[src/common/ddm_pkg.sv]
// Constants, encodings and timing counts of the drive diagnostic monitor.
// Assumes a single 125 MHz clock domain shared by every user of this package.
package ddm_pkg;

  // Parameter addresses seen by the fieldbus parameter port.
  localparam logic [15:0] DDM_ADDR_TEMP_WARN = 16'h100C;
  localparam logic [15:0] DDM_ADDR_TEMP_MAX = 16'h100E;
  localparam logic [15:0] DDM_ADDR_TEMP_ACT = 16'h1C20;
  localparam logic [15:0] DDM_ADDR_OVERLOAD = 16'h1C32;
  localparam logic [15:0] DDM_ADDR_MEAN_LOAD = 16'h1C34;
  localparam logic [15:0] DDM_RDATA_RESET = 16'h0000;

  // Base tick of all indicator and persistence timing.
  localparam int DDM_CLK_PERIOD_NS = 8;
  localparam int DDM_TICK_TIME_NS = 50_000_000;
  localparam int DDM_TICK_CYCLES = DDM_TICK_TIME_NS / DDM_CLK_PERIOD_NS;
  localparam int DDM_TICK_MS = 50;

  // Over-temperature persistence, counted in ticks.
  localparam int DDM_OVER_TEMP_MS = 5000;
  localparam logic [6:0] DDM_OVER_TEMP_TICKS = 7'(DDM_OVER_TEMP_MS / DDM_TICK_MS);
  localparam logic [6:0] DDM_OVER_LIM = DDM_OVER_TEMP_TICKS + 7'h01;

  // Indicator intervals: flash on and off times and the long pause.
  localparam int DDM_FLASH_MS = 200;
  localparam int DDM_PAUSE_MS = 1000;
  localparam logic [5:0] DDM_FLASH_TICKS = 6'(DDM_FLASH_MS / DDM_TICK_MS);
  localparam logic [5:0] DDM_PAUSE_TICKS = 6'(DDM_PAUSE_MS / DDM_TICK_MS);
  localparam logic [5:0] DDM_BLINK_PERIOD = 6'(2 * DDM_FLASH_TICKS);
  localparam logic [5:0] DDM_SINGLE_PERIOD = DDM_FLASH_TICKS + DDM_PAUSE_TICKS;
  localparam logic [5:0] DDM_DOUBLE_PERIOD = 6'(3 * DDM_FLASH_TICKS) + DDM_PAUSE_TICKS;

  typedef enum logic [1:0] {
    DDM_BUS_INIT = 2'b00,
    DDM_BUS_PREOP = 2'b01,
    DDM_BUS_SAFEOP = 2'b10,
    DDM_BUS_OP = 2'b11
  } ddm_bus_state_t;

  typedef enum logic [3:0] {
    DDM_OPS_START = 4'b0001,
    DDM_OPS_NOT_READY = 4'b0010,
    DDM_OPS_SW_ON_DIS = 4'b0011,
    DDM_OPS_READY = 4'b0100,
    DDM_OPS_SWITCHED_ON = 4'b0101,
    DDM_OPS_OP_ENABLED = 4'b0110,
    DDM_OPS_QUICK_STOP = 4'b0111,
    DDM_OPS_FAULT_REACT = 4'b1000,
    DDM_OPS_FAULT = 4'b1001
  } ddm_op_state_t;

  typedef enum logic [2:0] {
    DDM_PAT_OFF = 3'b000,
    DDM_PAT_ON = 3'b001,
    DDM_PAT_FLICKER = 3'b010,
    DDM_PAT_BLINK = 3'b011,
    DDM_PAT_SINGLE = 3'b100,
    DDM_PAT_DOUBLE = 3'b101
  } ddm_pat_t;

endpackage

[src/common/ddm_pattern_if.sv]
// Carries the shared tick and the indicator flash patterns between modules.
// Assumes producer and consumer share clk_i.
`timescale 1ns/1ps
interface ddm_pattern_if;
  logic tick;
  logic flicker;
  logic blink;
  logic single_flash;
  logic double_flash;
  modport gen (output tick, output flicker, output blink, output single_flash,
    output double_flash);
  modport use_side (input tick, input flicker, input blink, input single_flash,
    input double_flash);
endinterface

[src/hw/ddm_flash_gen.sv]
// Tick and indicator pattern generator of the drive diagnostic monitor.
// Assumes clk_i runs at 125 MHz; TICK_CYCLES may be cut down in simulation.
`timescale 1ns/1ps
module ddm_flash_gen import ddm_pkg::*; #(
  parameter int TICK_CYCLES = DDM_TICK_CYCLES
) (
  input wire logic clk_i,
  input wire logic rst_b_i,
  ddm_pattern_if.gen pat
);

  logic [31:0] tick_cnt;
  logic tick;
  logic flick;
  logic [5:0] blink_ph;
  logic [5:0] single_ph;
  logic [5:0] double_ph;

  always_ff @(posedge clk_i or negedge rst_b_i) begin
    if (!rst_b_i) begin
      tick_cnt <= 32'h00000000;
      tick <= 1'b0;
    end else if (tick_cnt == 32'(TICK_CYCLES - 1)) begin
      tick_cnt <= 32'h00000000;
      tick <= 1'b1;
    end else begin
      tick_cnt <= tick_cnt + 32'h00000001;
      tick <= 1'b0;
    end
  end

  // Every pattern steps on the same tick so they stay in phase.
  always_ff @(posedge clk_i or negedge rst_b_i) begin
    if (!rst_b_i) begin
      flick <= 1'b0;
      blink_ph <= 6'h00;
      single_ph <= 6'h00;
      double_ph <= 6'h00;
    end else if (tick) begin
      flick <= !flick;
      blink_ph <= (blink_ph == DDM_BLINK_PERIOD - 6'h01) ? 6'h00 : blink_ph + 6'h01;
      single_ph <= (single_ph == DDM_SINGLE_PERIOD - 6'h01) ? 6'h00 : single_ph + 6'h01;
      double_ph <= (double_ph == DDM_DOUBLE_PERIOD - 6'h01) ? 6'h00 : double_ph + 6'h01;
    end
  end

  assign pat.tick = tick;
  assign pat.flicker = flick;
  assign pat.blink = blink_ph < DDM_FLASH_TICKS;
  assign pat.single_flash = single_ph < DDM_FLASH_TICKS;
  assign pat.double_flash = (double_ph < DDM_FLASH_TICKS) ||
    ((double_ph >= 6'(2 * DDM_FLASH_TICKS)) && (double_ph < 6'(3 * DDM_FLASH_TICKS)));

  blink_restart_a: assert property (@(posedge clk_i) disable iff (!rst_b_i)
    (tick && blink_ph == DDM_BLINK_PERIOD - 6'h01) |=> pat.blink)
    else $error("blink did not restart at period end");

  single_off_a: assert property (@(posedge clk_i) disable iff (!rst_b_i)
    (tick && single_ph == DDM_FLASH_TICKS - 6'h01) |=> !pat.single_flash ##1 !pat.single_flash)
    else $error("single flash stayed on past its on time");

endmodule // ddm_flash_gen

[src/hw/ddm_diag_monitor.sv]
// Drive diagnostic monitor: temperature and load supervision, read-only
// fieldbus parameters, operating-state LEDs and fieldbus status LEDs.
// Assumes all inputs except the link and activity pins share clk_i.
//
// Contract
// Class 3 error after over five seconds hot.
// Class 0 error at warning temperature threshold.
// Present temperature readable, signed, not writable.
// Limit current while load integral exceeds limit.
// Lift limit once integral below limit.
// Overload and mean load readable, not writable.
// Green and red LEDs show state, errors.
// Distinct LED patterns per state group.
// Link LEDs: off, steady, fast flashing.
// Run LED follows fieldbus communication state.
// Error LED: double, single, flashing, off.
// Flash patterns from fixed clock-derived intervals.
`timescale 1ns/1ps
module ddm_diag_monitor import ddm_pkg::*; #(
  parameter int TICK_CYCLES = DDM_TICK_CYCLES
) (
  input wire logic clk_i,
  input wire logic rst_b_i,
  input wire logic [15:0] temp_i,
  input wire logic [15:0] temp_warn_limit_i,
  input wire logic [15:0] temp_max_i,
  input wire logic fault_reset_i,
  input wire logic [15:0] load_integral_i,
  input wire logic [15:0] load_integral_limit_i,
  input wire logic [15:0] overload_pct_i,
  input wire logic [15:0] mean_load_pct_i,
  input wire logic par_rd_i,
  input wire logic par_wr_i,
  input wire logic [15:0] par_addr_i,
  output logic par_ack_o,
  output logic par_err_o,
  output logic [15:0] par_rdata_o,
  output logic err_class0_o,
  output logic err_class3_o,
  output logic current_limit_o,
  input wire logic [3:0] op_state_i,
  input wire logic fw_missing_i,
  input wire logic internal_err_i,
  output logic state_led_green_o,
  output logic state_led_red_o,
  input wire logic link_in_i,
  input wire logic act_in_i,
  input wire logic link_out_i,
  input wire logic act_out_i,
  output logic bus_led_green_o,
  output logic bus_led_red_o,
  input wire logic [1:0] bus_state_i,
  output logic run_led_o,
  input wire logic wdog_timeout_i,
  input wire logic local_err_i,
  input wire logic invalid_cfg_i,
  output logic err_led_o
);

  ddm_pattern_if pat ();

  ddm_flash_gen #(
    .TICK_CYCLES(TICK_CYCLES)
  ) u_flash (
    .clk_i(clk_i),
    .rst_b_i(rst_b_i),
    .pat(pat)
  );

  logic [3:0] pin_s1;
  logic [3:0] pin_s2;
  logic [1:0] act_recent;
  logic temp_hot;
  logic temp_warn;
  logic [6:0] over_cnt;
  logic addr_hit;
  logic [15:0] next_rdata;
  ddm_pat_t g_pat;
  ddm_pat_t r_pat;
  ddm_pat_t run_pat;
  ddm_pat_t err_pat;

  function automatic logic pat_level(input ddm_pat_t p, input logic [3:0] f);
    logic lvl;
    lvl = 1'b0;
    case (p)
      DDM_PAT_OFF: lvl = 1'b0;
      DDM_PAT_ON: lvl = 1'b1;
      DDM_PAT_FLICKER: lvl = f[0];
      DDM_PAT_BLINK: lvl = f[1];
      DDM_PAT_SINGLE: lvl = f[2];
      DDM_PAT_DOUBLE: lvl = f[3];
      default: lvl = 1'b0;
    endcase
    return lvl;
  endfunction

  logic [3:0] flash_set;
  assign flash_set = {pat.double_flash, pat.single_flash, pat.blink, pat.flicker};

  // Link and activity come from the port pins; bit order {act_out, link_out, act_in, link_in}.
  always_ff @(posedge clk_i or negedge rst_b_i) begin
    if (!rst_b_i) begin
      pin_s1 <= 4'h0;
      pin_s2 <= 4'h0;
    end else begin
      pin_s1 <= {act_out_i, link_out_i, act_in_i, link_in_i};
      pin_s2 <= pin_s1;
    end
  end

  // Temperature supervision.
  assign temp_hot = $signed(temp_i) > $signed(temp_max_i);
  assign temp_warn = $signed(temp_i) >= $signed(temp_warn_limit_i);

  // Counts whole ticks spent hot; any cool sample restarts the window.
  always_ff @(posedge clk_i or negedge rst_b_i) begin
    if (!rst_b_i) begin
      over_cnt <= 7'h00;
    end else if (!temp_hot) begin
      over_cnt <= 7'h00;
    end else if (pat.tick && over_cnt != DDM_OVER_LIM) begin
      over_cnt <= over_cnt + 7'h01;
    end
  end

  // The class 3 error latches until a fault reset; a new detection wins.
  always_ff @(posedge clk_i or negedge rst_b_i) begin
    if (!rst_b_i) begin
      err_class3_o <= 1'b0;
    end else if (temp_hot && over_cnt == DDM_OVER_LIM) begin
      err_class3_o <= 1'b1;
    end else if (fault_reset_i) begin
      err_class3_o <= 1'b0;
    end
  end

  always_ff @(posedge clk_i or negedge rst_b_i) begin
    if (!rst_b_i) begin
      err_class0_o <= 1'b0;
    end else begin
      err_class0_o <= temp_warn;
    end
  end

  // Load supervision; equality keeps the present decision.
  always_ff @(posedge clk_i or negedge rst_b_i) begin
    if (!rst_b_i) begin
      current_limit_o <= 1'b0;
    end else if (load_integral_i > load_integral_limit_i) begin
      current_limit_o <= 1'b1;
    end else if (load_integral_i < load_integral_limit_i) begin
      current_limit_o <= 1'b0;
    end
  end

  // Read-only parameter port.
  always_comb begin
    addr_hit = 1'b1;
    next_rdata = DDM_RDATA_RESET;
    case (par_addr_i)
      DDM_ADDR_TEMP_WARN: next_rdata = temp_warn_limit_i;
      DDM_ADDR_TEMP_MAX: next_rdata = temp_max_i;
      DDM_ADDR_TEMP_ACT: next_rdata = temp_i;
      DDM_ADDR_OVERLOAD: next_rdata = overload_pct_i;
      DDM_ADDR_MEAN_LOAD: next_rdata = mean_load_pct_i;
      default: addr_hit = 1'b0;
    endcase
  end

  always_ff @(posedge clk_i or negedge rst_b_i) begin
    if (!rst_b_i) begin
      par_ack_o <= 1'b0;
      par_err_o <= 1'b0;
      par_rdata_o <= DDM_RDATA_RESET;
    end else begin
      par_ack_o <= par_rd_i || par_wr_i;
      par_err_o <= par_wr_i || (par_rd_i && !addr_hit);
      if (par_rd_i && !par_wr_i && addr_hit) begin
        par_rdata_o <= next_rdata;
      end
    end
  end

  // Operating-state indicator choice; firmware and internal faults override.
  always_comb begin
    g_pat = DDM_PAT_OFF;
    r_pat = DDM_PAT_OFF;
    if (internal_err_i) begin
      r_pat = DDM_PAT_ON;
    end else if (fw_missing_i) begin
      g_pat = DDM_PAT_FLICKER;
      r_pat = DDM_PAT_FLICKER;
    end else begin
      case (op_state_i)
        DDM_OPS_START, DDM_OPS_NOT_READY: g_pat = DDM_PAT_SINGLE;
        DDM_OPS_SW_ON_DIS: g_pat = DDM_PAT_BLINK;
        DDM_OPS_READY, DDM_OPS_SWITCHED_ON: g_pat = DDM_PAT_DOUBLE;
        DDM_OPS_OP_ENABLED: g_pat = DDM_PAT_ON;
        DDM_OPS_QUICK_STOP, DDM_OPS_FAULT_REACT: begin
          g_pat = DDM_PAT_ON;
          r_pat = DDM_PAT_BLINK;
        end
        DDM_OPS_FAULT: r_pat = DDM_PAT_BLINK;
        default: r_pat = DDM_PAT_ON;
      endcase
    end
  end

  always_ff @(posedge clk_i or negedge rst_b_i) begin
    if (!rst_b_i) begin
      state_led_green_o <= 1'b0;
      state_led_red_o <= 1'b0;
    end else begin
      state_led_green_o <= pat_level(g_pat, flash_set);
      state_led_red_o <= pat_level(r_pat, flash_set);
    end
  end

  // Activity is held until the next tick so short bursts stay visible.
  always_ff @(posedge clk_i or negedge rst_b_i) begin
    if (!rst_b_i) begin
      act_recent <= 2'b00;
    end else begin
      act_recent[0] <= pin_s2[1] || (act_recent[0] && !pat.tick);
      act_recent[1] <= pin_s2[3] || (act_recent[1] && !pat.tick);
    end
  end

  always_ff @(posedge clk_i or negedge rst_b_i) begin
    if (!rst_b_i) begin
      bus_led_green_o <= 1'b0;
      bus_led_red_o <= 1'b0;
    end else begin
      bus_led_green_o <= pin_s2[0] && (!act_recent[0] || pat.flicker);
      bus_led_red_o <= pin_s2[2] && (!act_recent[1] || pat.flicker);
    end
  end

  // Run and error indicators of the fieldbus.
  always_comb begin
    case (bus_state_i)
      DDM_BUS_INIT: run_pat = DDM_PAT_OFF;
      DDM_BUS_PREOP: run_pat = DDM_PAT_BLINK;
      DDM_BUS_SAFEOP: run_pat = DDM_PAT_SINGLE;
      DDM_BUS_OP: run_pat = DDM_PAT_ON;
      default: run_pat = DDM_PAT_OFF;
    endcase
    if (wdog_timeout_i) begin
      err_pat = DDM_PAT_DOUBLE;
    end else if (local_err_i) begin
      err_pat = DDM_PAT_SINGLE;
    end else if (invalid_cfg_i) begin
      err_pat = DDM_PAT_BLINK;
    end else begin
      err_pat = DDM_PAT_OFF;
    end
  end

  always_ff @(posedge clk_i or negedge rst_b_i) begin
    if (!rst_b_i) begin
      run_led_o <= 1'b0;
      err_led_o <= 1'b0;
    end else begin
      run_led_o <= pat_level(run_pat, flash_set);
      err_led_o <= pat_level(err_pat, flash_set);
    end
  end

  over_temp_a: assert property (@(posedge clk_i) disable iff (!rst_b_i)
    $rose(err_class3_o) |-> $past(temp_hot) && $past(over_cnt) == DDM_OVER_LIM)
    else $error("class 3 raised before persistence expired");

  warn_level_a: assert property (@(posedge clk_i) disable iff (!rst_b_i)
    ##1 (err_class0_o == ($signed($past(temp_i)) >= $signed($past(temp_warn_limit_i)))))
    else $error("class 0 does not follow warning threshold");

  temp_read_a: assert property (@(posedge clk_i) disable iff (!rst_b_i)
    (par_rd_i && !par_wr_i && par_addr_i == DDM_ADDR_TEMP_ACT)
    |=> par_ack_o && !par_err_o && par_rdata_o == $past(temp_i))
    else $error("temperature read returned wrong data");

  write_refused_a: assert property (@(posedge clk_i) disable iff (!rst_b_i)
    par_wr_i |=> par_ack_o && par_err_o && $stable(par_rdata_o))
    else $error("write to read-only parameter accepted");

  limit_set_a: assert property (@(posedge clk_i) disable iff (!rst_b_i)
    (load_integral_i > load_integral_limit_i) |=> current_limit_o)
    else $error("current not limited above load limit");

  limit_clear_a: assert property (@(posedge clk_i) disable iff (!rst_b_i)
    (load_integral_i < load_integral_limit_i) |=> !current_limit_o)
    else $error("current limit held below load limit");

  load_read_a: assert property (@(posedge clk_i) disable iff (!rst_b_i)
    (par_rd_i && !par_wr_i && par_addr_i == DDM_ADDR_MEAN_LOAD)
    |=> par_rdata_o == $past(mean_load_pct_i))
    else $error("mean load read returned wrong data");

  op_enabled_a: assert property (@(posedge clk_i) disable iff (!rst_b_i)
    (op_state_i == DDM_OPS_OP_ENABLED && !fw_missing_i && !internal_err_i)
    |=> state_led_green_o && !state_led_red_o)
    else $error("operation enabled pattern wrong");

  link_off_a: assert property (@(posedge clk_i) disable iff (!rst_b_i)
    !pin_s2[0] |=> !bus_led_green_o)
    else $error("link LED lit without link");

  run_led_a: assert property (@(posedge clk_i) disable iff (!rst_b_i)
    (bus_state_i == DDM_BUS_OP) |=> run_led_o)
    else $error("run LED not steady in operational");

  err_led_a: assert property (@(posedge clk_i) disable iff (!rst_b_i)
    (!wdog_timeout_i && !local_err_i && !invalid_cfg_i) |=> !err_led_o)
    else $error("error LED lit with no error");

  over_temp_c: cover property (@(posedge clk_i) disable iff (!rst_b_i) $rose(err_class3_o));
  limit_c: cover property (@(posedge clk_i) disable iff (!rst_b_i) $fell(current_limit_o));
  wdog_c: cover property (@(posedge clk_i) disable iff (!rst_b_i)
    wdog_timeout_i && $rose(err_led_o));

endmodule // ddm_diag_monitor

[config.mk]
export PLATFORM = sky130hd
export DESIGN_NAME = ddm_diag_monitor
export DESIGN_NICKNAME = d
export VERILOG_FILES = /design/src/common/ddm_pkg.sv /design/src/common/ddm_pattern_if.sv /design/src/hw/ddm_flash_gen.sv /design/src/hw/ddm_diag_monitor.sv
export SDC_FILE = /design/constraint.sdc
export NUM_CORES = 1
export LEC_CHECK = 0
export ABC_CLOCK_PERIOD_IN_PS = 2200
export BUFFER_PORTS_ARGS = -buffer_cell sky130_fd_sc_hd__buf_2
export CAP_MARGIN = 20
export CORE_UTILIZATION = 35
export CTS_CLUSTER_DIAMETER = 200
export DETAILED_ROUTE_END_ITERATION = 10
export SYNTH_ARGS = -nofsm -noshare
export SYNTH_HDL_FRONTEND = slang
export SYNTH_HIERARCHICAL = 1
export SYNTH_SLANG_ARGS = --single-unit
[constraint.sdc]
create_clock -name clk_i -period 2.2 [get_ports clk_i]
set_input_delay 0.22 -clock clk_i [delete_from_list [all_inputs] [get_ports clk_i]]
set_output_delay 0.22 -clock clk_i [all_outputs]
set_load 0.02 [all_outputs]
Word-level counts from Yosys, hierarchy flattened
Index checks and enable logic that the tools add are counted.
- register bits: 96
- output and inout bits: 27
- add/subtract/negate cells: 5
- order comparisons: 9
- equal/unequal tests: 44
- multiplexer cells: 27
- reductions and logical operators: 32
- operator list (kind ; count):
    $eq 16x13->1 const B ; 5
    $pmux 16 s5 ; 1
    $add 32x1->32 const B ; 1
    $eq 32x23->1 const B ; 1
    $gt 16x16->1 ; 2
    $mux 32 ; 1
    $eq 3x2->1 const B ; 8
    $eq 3x3->1 const B ; 8
    $pmux 3 s4 ; 2
    $pmux 1 s5 ; 4
    $add 6x1->6 const B ; 3
    $lt 6x3->1 const B ; 3
    $mux 6 ; 3
    $eq 4x3->1 const B ; 4
    $ge 16x16->1 ; 1
    $lt 16x16->1 ; 1
    $mux 7 ; 2
    $eq 3x1->1 const B ; 4
    $eq 6x5->1 const B ; 2
    $mux 3 ; 4
    $logic_and 1x1->1 ; 10
    $eq 4x2->1 const B ; 2
    $eq 4x4->1 const B ; 2
    $add 7x1->7 const B ; 1
    20 further kinds ; 42

Depth between registers and ports, before layout
Gate-level depths: netlist of run 1.
- depth after elaboration: 7
- depth in mapped cells: 7
- depth with buffers taken out: 7

By module
The synthesis of run 1 kept the hierarchy.
- by module, submodules not included (module ; instances ; cells each ; area an instance (um^2) ; sequential area each (um^2)):
    ddm_diag_monitor ; 1 ; 442 ; 3734.8 ; 1101.1
    ddm_flash_gen ; 1 ; 232 ; 2431.1 ; 1301.2

Least setup slack after synthesis of run 1
No wires, ideal clock.
- kind: reg-to-reg
- start: register u_flash.tick_cnt[27]
- end: register u_flash.tick_cnt[19]
- data arrival time: 1782 ps
- path slack: 294 ps
- cell stages (with the launch flop): 6
- buffers on the path: 0
- cells stage by stage: dfrtp_1 -> or4_1 -> nor4_1 -> nand4_1 -> o211a_1 -> a211o_1
- word-level cells in the longest chain between the ends: 2
- RTL lines (item ; line ; text):
    from (decl) ; ddm_flash_gen.sv:12 ; logic [31:0] tick_cnt;
    from (signal assigned) ; ddm_flash_gen.sv:27 ; tick_cnt <= tick_cnt + 32'h00000001;
    $eq 32x23->1 ; ddm_flash_gen.sv:23 ; end else if (tick_cnt == 32'(TICK_CYCLES - 1)) begin
    $mux 32 ; ddm_flash_gen.sv:23 ;
No other way between the ends.
A chain may end at the register's enable or synchronous reset.

Worst setup path after layout of run 1
- start: register u_flash.tick_cnt[28]
- end: register u_flash.tick_cnt[19]
Same word-level chain as after synthesis.

==> results of run 1 <==
how the worst max path moves through the flow:
stage | to | slack (ps) | startpoint | cells after the start
global placement | u_flash/tick_cnt[19] | 90 | u_flash/tick_cnt[26] | 5
detailed placement | u_flash/tick_cnt[19] | 50 | u_flash/tick_cnt[26] | 5
floorplan | u_flash/tick_cnt[19] | 290 | u_flash/tick_cnt[27] | 5
global route | u_flash/tick_cnt[19] | 2 | u_flash/tick_cnt[29] | 5
CTS | u_flash/tick_cnt[19] | 30 | u_flash/tick_cnt[26] | 5
finish | u_flash/tick_cnt[19] | 110 | u_flash/tick_cnt[28] | 5
power groups by stage:
stage                     clock (W)  sequential [W]  combinational [W]
after global placement            0         0.00183           0.000567
final                       0.00149         0.00179           0.000573
after floorplan                   0         0.00184           0.000238
after global routing        0.00163         0.00180           0.000642
after CTS                   0.00155         0.00179           0.000579
after detailed placement          0         0.00183           0.000570
synthesized netlist by cell type (all sizes together) (2+ instances only):
master   count  area [um2]
or4          4        33.8
nand4       34         213
a31o         2        17.5
a211o        2        17.5
o211ai       2        15.0
buf         15        92.6
nor2b        9        56.3
dfrtp       96        2400
mux2i        3        30.0
nor3b        2        15.0
nand3       36         185
a21boi       2        15.0
nor3        19         118
inv         61         229
nor4b        4        56.3
a21oi       28         140
mux2         5        56.3
a21o        13        97.6
nor2        50         190
o22ai        9        56.3
o21ai       33         165
and4         4        38.8
o31a         2        17.5
ha          55         688
nor4        12        75.1
nand2       65         244
a211oi       3        35.0
a222oi      16         160
a2111oi      5        50.0
clkbuf       7        26.3
or3          3        18.8
and3         8        50.1
xor2        24         210
nand2b       2        12.5
xnor2       21         184
worst max-delay path: stages (launching register included):
cell	delay, ps
dfrtp_1	420
or4b_1	580
nor4_4	260
nand4_1	210
o211a_1	250
a211o_1	250
cell type report:
class / instances / area share
inverters: 61 / 0.0295
repair buffers: 205 / 0.146
clock inverters: 5 / 0.00532
well taps: 225 / 0.0363
flip-flops and latches: 96 / 0.310
multi-input cells: 495 / 0.443
clock buffers: 10 / 0.0308
routing by layer:
layer	up-vias	track usage	share of wire
li1	2835	-	-
met1	2639	0.255	0.44
met2	208	0.334	0.47
met3	22	0.0304	0.064
met4	0	0.0712	0.022
met5	-	0	0
per-stage QoR:
| stage | setup WS [ps] | hold slack (ps) | cell area, um2 |
|---|---|---|---|
| after floorplan | 294 | -75.6 | 6170 |
| after global placement | 94.6 | 198 | 7410 |
| after detailed placement | 48.2 | 205 | 7410 |
| after CTS | 28.4 | 39.7 | 7740 |
| after global routing | 1.94 | 55.2 | 7760 |
| final | 109 | 55.6 | 7760 |
timing repair:
item	in CTS	in global routing
hold buffers	5	0
setup endpoints to repair	0	9
hold endpoints to repair	34	0
gates resized for setup	0	3
flip-flops by register name, summed over array words and instances, names as in the netlist, 2 cells and up:
register and count:
u_flash/tick_cnt 32, par_rdata_o 16, over_cnt 7, u_flash/blink_ph 6
u_flash/double_ph 6, u_flash/single_ph 6, pin_s1 4, pin_s2 4
act_recent 2
cell families after synthesis:
group / after synthesis
compound gates: 130
xor+xnor: 45
fa+ha+maj: 55
buf+inv: 83
flops: 96
mux: 8
simple gates: 257
==> reports/metrics.yaml, run 1 <==
power.sequential.fraction: 0.465
layoutNonFillerInstCount: 1097
post_synthesis_instance_area_um2: 6170
whs_path_depth: 2
layout.nets: 1071
hpwlAfterDp_um: 14200
layout.cells.most_common_list: "buf_2 (173), dfrtp_1 (96), nand2_1 (65)"
critical_path_required_ps: 2430
htreeDepth: 3
max_slew_margin: 0.627
setup.worst_path.start_class: "flop"
p_leak_nw: 3.90
yosys-mux-area-fraction: 0.0140
setup_tns_ps: 0
ys_seq_elements: 96
drt_drc_violations_left: 0
synth_cell_types: 66
placementRows: 48
grt_first_pass_wirelength_um: 27400
layout_worst_path_cycle_share: 0.950
placeableCoreArea_um2: 17200
category_of_the_most_critical_setup_path: "flop to flop"
post_route_cells_drive_above_1_share: 0.271
detailedRoute.firstPassIterationCount: 5
place.detailed.instances: 1077
run_status: "completed"
synth_compound_gate_area_share: 0.146
multi_input_area_um2: 3430
die-area_um2: 18200
p_per_area_nw_per_um2: 497
hold_path_startpoint: "fault_reset_i"
asyncSetResetFlopFracSynth: 1.00
p_int_w: 0.00283
switching_share: 0.266
postSynthNetCount: 877
layout.core_utilization: 0.450
clock_latency_ps: 350
timing.critical_path.to_type: "flop"
crit-reg2reg-launch: "u_flash/tick_cnt[28]"
die_x_um: 135
slew_violations: 0
hold_path_class: "input pin to flop"
floorplan.initialDensity: 0.358
ctsLongestPathBuffers: 2
grt_overflow: 0
ir_drop_mv: 0.376
die_height_um: 135
drt-total-wl_um: 17700
total_vias_in_the_final_route: 5704
synth_cells: 674
via_per_inst: 5.20
clock_sink_count: 96
setup.reg_to_reg.worst_slack_ps: 110
power.clock.fraction: 0.386
ctsRootBufferMaster: "clkbuf_16"
cts_setup_buffers: 0
cap_viol_max_count: 0
syn_area_per_cell_um2: 9.15
power_frac_comb: 0.149
average_wire_per_cell_in_the_routed_design_um: 16.1
synth-adder-area-share: 0.112
synth_top_family_by_area: "simple AND/OR/NAND/NOR gates"
fin_total_pwr_w: 0.00386
synthSimpleGateAreaFrac: 0.219
timing_worst_slew_pin_value_ps: 554
synth_seq_area_share: 0.390
ant_nets: 0
flow.area_growth_from_synthesis_pct: 25.8
n_antenna_cell: 0
ff_latch_area_um2: 2400
globalplace.congestion: 0.912
setup-violations-final: 0
timing_hold_violations_final: 0
portBuffers: 174
numCtsBuffers: 9
drt_first_iter_violations: 351
timing.fmax_mhz: 478
worst-r2r-cell-count: 5
yosys_warnings: 6
grt_usage: 0.197
clock_tree_from_tritoncts: "built"
synthXorXnorAreaFrac: 0.0639
cp_data_arrival_time_ps: 2320
regToRegEndpoint: "u_flash/tick_cnt[19]"
io_pins: 175
finalWorstPathRequiredPeriod_ps: 2090
clkTransAtPathRegs_ps: 70
first_global_vias: 5346
fin_clk_skew_ps: 8.87
min_to: "err_class3_o"
setup_repair_after_global_routing_missed_its_margin: "false"
p_sw_w: 0.00103
number_of_flops_mapped_to_enable_cells_by_yosys: 0
antenna_violations_before_repair: 0
synth_flop_cell: "dfrtp_1"
critical_path_peak_fanout: 4
fillers: 1702
grt_start_max_net_pins: 41
layout.cells.most_common: "buf_2"
(Power assumes the default switching activity.)
==> run 2, diff against run 1 <==
--- a/config.mk
+++ b/config.mk
@@ -11,6 +11,7 @@
 export CORE_UTILIZATION = 35
 export CTS_CLUSTER_DIAMETER = 200
 export DETAILED_ROUTE_END_ITERATION = 10
+export GPL_TIMING_DRIVEN = 0
 export SYNTH_ARGS = -nofsm -noshare
 export SYNTH_HDL_FRONTEND = slang
 export SYNTH_HIERARCHICAL = 1
==> run 2 against run 1 <==
Effect of this change: non-clock buffer count down 2; worst hold slack better by 0.88 ps; combinational power down 2%; flip-flop and latch count unchanged; global-route usage down 0.43 points; power up 4.8%; wire length down 1.9%; sequential power about the same; clock power up 13%; fmax down 2.9%; via count up 0.79%; largest power group unchanged.
==> reports/metrics.yaml, run 2 (synthesis gave the netlist of run 1 again) <==
run_status: "completed"  # unchanged
hold_path_class: "input pin to flop"  # unchanged
average_wire_per_cell_in_the_routed_design_um: 15.9  # was 16.1 um
pre_cts_ws_ps: -103  # was 48.2 ps
crit-reg2reg-launch: "u_flash/tick_cnt[27]"  # was u_flash/tick_cnt[28]
grt_overflow: 0  # unchanged
n_antenna_cell: 0  # unchanged
clock_tree_from_tritoncts: "built"  # unchanged
timing_worst_slew_pin_value_ps: 830  # was 554 ps
layout.cells.most_common: "buf_2"  # unchanged
globalplace.congestion: 0.935  # was 0.912
placementRows: 48  # unchanged
timing_hold_violations_final: 0  # unchanged
ctsLongestPathBuffers: 2  # unchanged
cap_viol_max_count: 0  # unchanged
grt_start_max_net_pins: 65  # was 41
worst_slack_ps: 47.6  # was 109 ps
p_per_area_nw_per_um2: 522  # was 497 nW/um2
layout_worst_path_cycle_share: 0.978  # was 0.950
drt_first_iter_violations: 349  # was 351
final_design_area_no_fill_um2: 7750  # was 7760 um2
ant_nets: 0  # unchanged
flow.area_growth_from_synthesis_pct: 25.7  # was 25.8%
critical_path_required_ps: 2430  # about the same
htreeDepth: 3  # unchanged
largest_register_ffs: 32  # unchanged
hold_path_startpoint: "fault_reset_i"  # unchanged
ir_drop_mv: 0.344  # was 0.376 mV
placeableCoreArea_um2: 17200  # unchanged
regToRegEndpoint: "u_flash/tick_cnt[19]"  # unchanged
fin_clk_skew_ps: 7.26  # was 8.87 ps
hold_ws_ps: 56.5  # was 55.6 ps
cp_data_arrival_time_ps: 2390  # was 2320 ps
setup.reg_to_reg.worst_slack_ps: 50  # was 110 ps
drt-total-wl_um: 17400  # was 17,700 um
via_per_inst: 5.25  # was 5.20
detailedRoute.firstPassIterationCount: 6  # was 5
clkTransAtPathRegs_ps: 70  # about the same
timing.fmax_mhz: 465  # was 478 MHz
io_pins: 175  # unchanged
whs_path_depth: 2  # unchanged
timing.critical_path.to_type: "flop"  # unchanged
die-area_um2: 18200  # unchanged
total_vias_in_the_final_route: 5749  # was 5,704
grt_usage: 0.193  # was 0.197
dpl_cell_area_um2: 7350  # was 7410 um2
category_of_the_most_critical_setup_path: "flop to flop"  # unchanged
worst-r2r-cell-count: 5  # unchanged
drt_drc_violations_left: 0  # unchanged
layout.cells.most_common_list: "buf_2 (181), dfrtp_1 (96), nand2_1 (65)"  # was buf_2 (173), dfrtp_1 (96), nand2_1 (65)
setup.worst_path.start_class: "flop"  # unchanged
ctsRootBufferMaster: "clkbuf_16"  # unchanged
finalWorstPathRequiredPeriod_ps: 2150  # was 2090 ps
max_slew_margin: 0.445  # was 0.627
post_route_cells_drive_above_1_share: 0.262  # was 0.271
floorplan.initialDensity: 0.358  # unchanged
setup_repair_after_global_routing_missed_its_margin: "true"  # was false
critical_path_peak_fanout: 5  # was 4
largest_registers: "u_flash/tick_cnt (32), par_rdata_o (16), over_cnt (7)"  # unchanged
setup-violations-final: 0  # unchanged
largest_register_by_flop_count: "u_flash/tick_cnt"  # unchanged
grt_first_pass_wirelength_um: 27200  # was 27,400 um
layout.nets: 1069  # was 1,071
die_height_um: 135  # unchanged
p_leak_nw: 3.89  # was 3.90 nW
first_global_vias: 5522  # was 5,346
numCtsBuffers: 9  # unchanged
slew_violations: 0  # unchanged
portBuffers: 173  # was 174
antenna_violations_before_repair: 0  # unchanged
min_to: "err_class3_o"  # unchanged
die_x_um: 135  # unchanged
clock_sink_count: 96  # unchanged
clock_latency_ps: 350  # about the same
hpwlAfterDp_um: 14000  # was 14,200 um
-- run 2: cell types whose count changed in the layout (fill, tap and decap cells not counted), moves of 2 or more --
| cell | change |
|---|---|
| nor4_2 | +3 |
| buf_4 | -21 |
| clkinvlp_4 | -2 |
| clkbuf_1 | +7 |
| buf_1 | +2 |
| nor4_1 | -2 |
| inv_8 | +2 |
| buf_2 | +8 |
| buf_6 | +2 |
-- run 2: through the flow --
step | instances | util | power [W] | setup TNS (ps)
4_1_cts | 1096 | 0.449 | 0.00410 | 0
2_1_floorplan | 674 | - | 0.00208 | 0
3_3_place_gp | 1072 | 0.424 | 0.00238 | -16210
6_report | 1096 | 0.450 | 0.00404 | 0
3_5_place_dp | 1074 | 0.426 | 0.00239 | -1200
5_1_grt | 1096 | 0.450 | 0.00424 | -282
-- run 2: worst max-delay path: stages, from the launching register on --
cell and delay [ps]:
dfrtp_1 440, or4_1 550, nor4_2 330, nand4_1 220, o211a_1 250, a211o_1 260
-- run 2: timing repair --
item | in CTS | in global routing
endpoints found under the hold margin | 36 | 0
hold buffers | 5 | 0
pin swaps | 1 | 0
gates resized for setup | 1 | 3
setup endpoints to repair | 10 | 11
setup buffers | 1 | 0
-- run 2: how the worst max path moves through the flow --
stage,startpoint,cells after the start,end
floorplan,u_flash/tick_cnt[27],5,u_flash/tick_cnt[19]
global placement,temp_i[14],6,err_class3_o
detailed placement,temp_i[13],6,err_class3_o
CTS,u_flash/tick_cnt[27],5,u_flash/tick_cnt[19]
global route,u_flash/tick_cnt[27],6,u_flash/tick_cnt[10]
finish,u_flash/tick_cnt[27],5,u_flash/tick_cnt[19]
-- run 2: routing by layer --
metal	track usage	vias up	share of wire
met3	0.0379	27	0.061
li1	-	2829	-
met1	0.239	2698	0.44
met5	0	-	0
met4	0.0662	0	0.017
met2	0.334	195	0.48
-- run 2: cell type report --
type	instances	area, um2
plain buffers	22	119
inverters	61	229
repair buffers	181	958
flip-flops and latches	96	2400
clock inverters	5	70.1
clock buffers	11	253
fillers	1735	9490
multi-input cells	495	3440
well taps	225	282
-- run 2: where the power goes --
| part | internal [W] | switching, W | total [W] |
|---|---|---|---|
| logic | 0.000241 | 0.000322 | 0.000562 |
| registers | 0.00178 | 0.00000865 | 0.00179 |
| clock network | 0.000968 | 0.000720 | 0.00169 |
| total | 0.00299 | 0.00105 | 0.00404 |
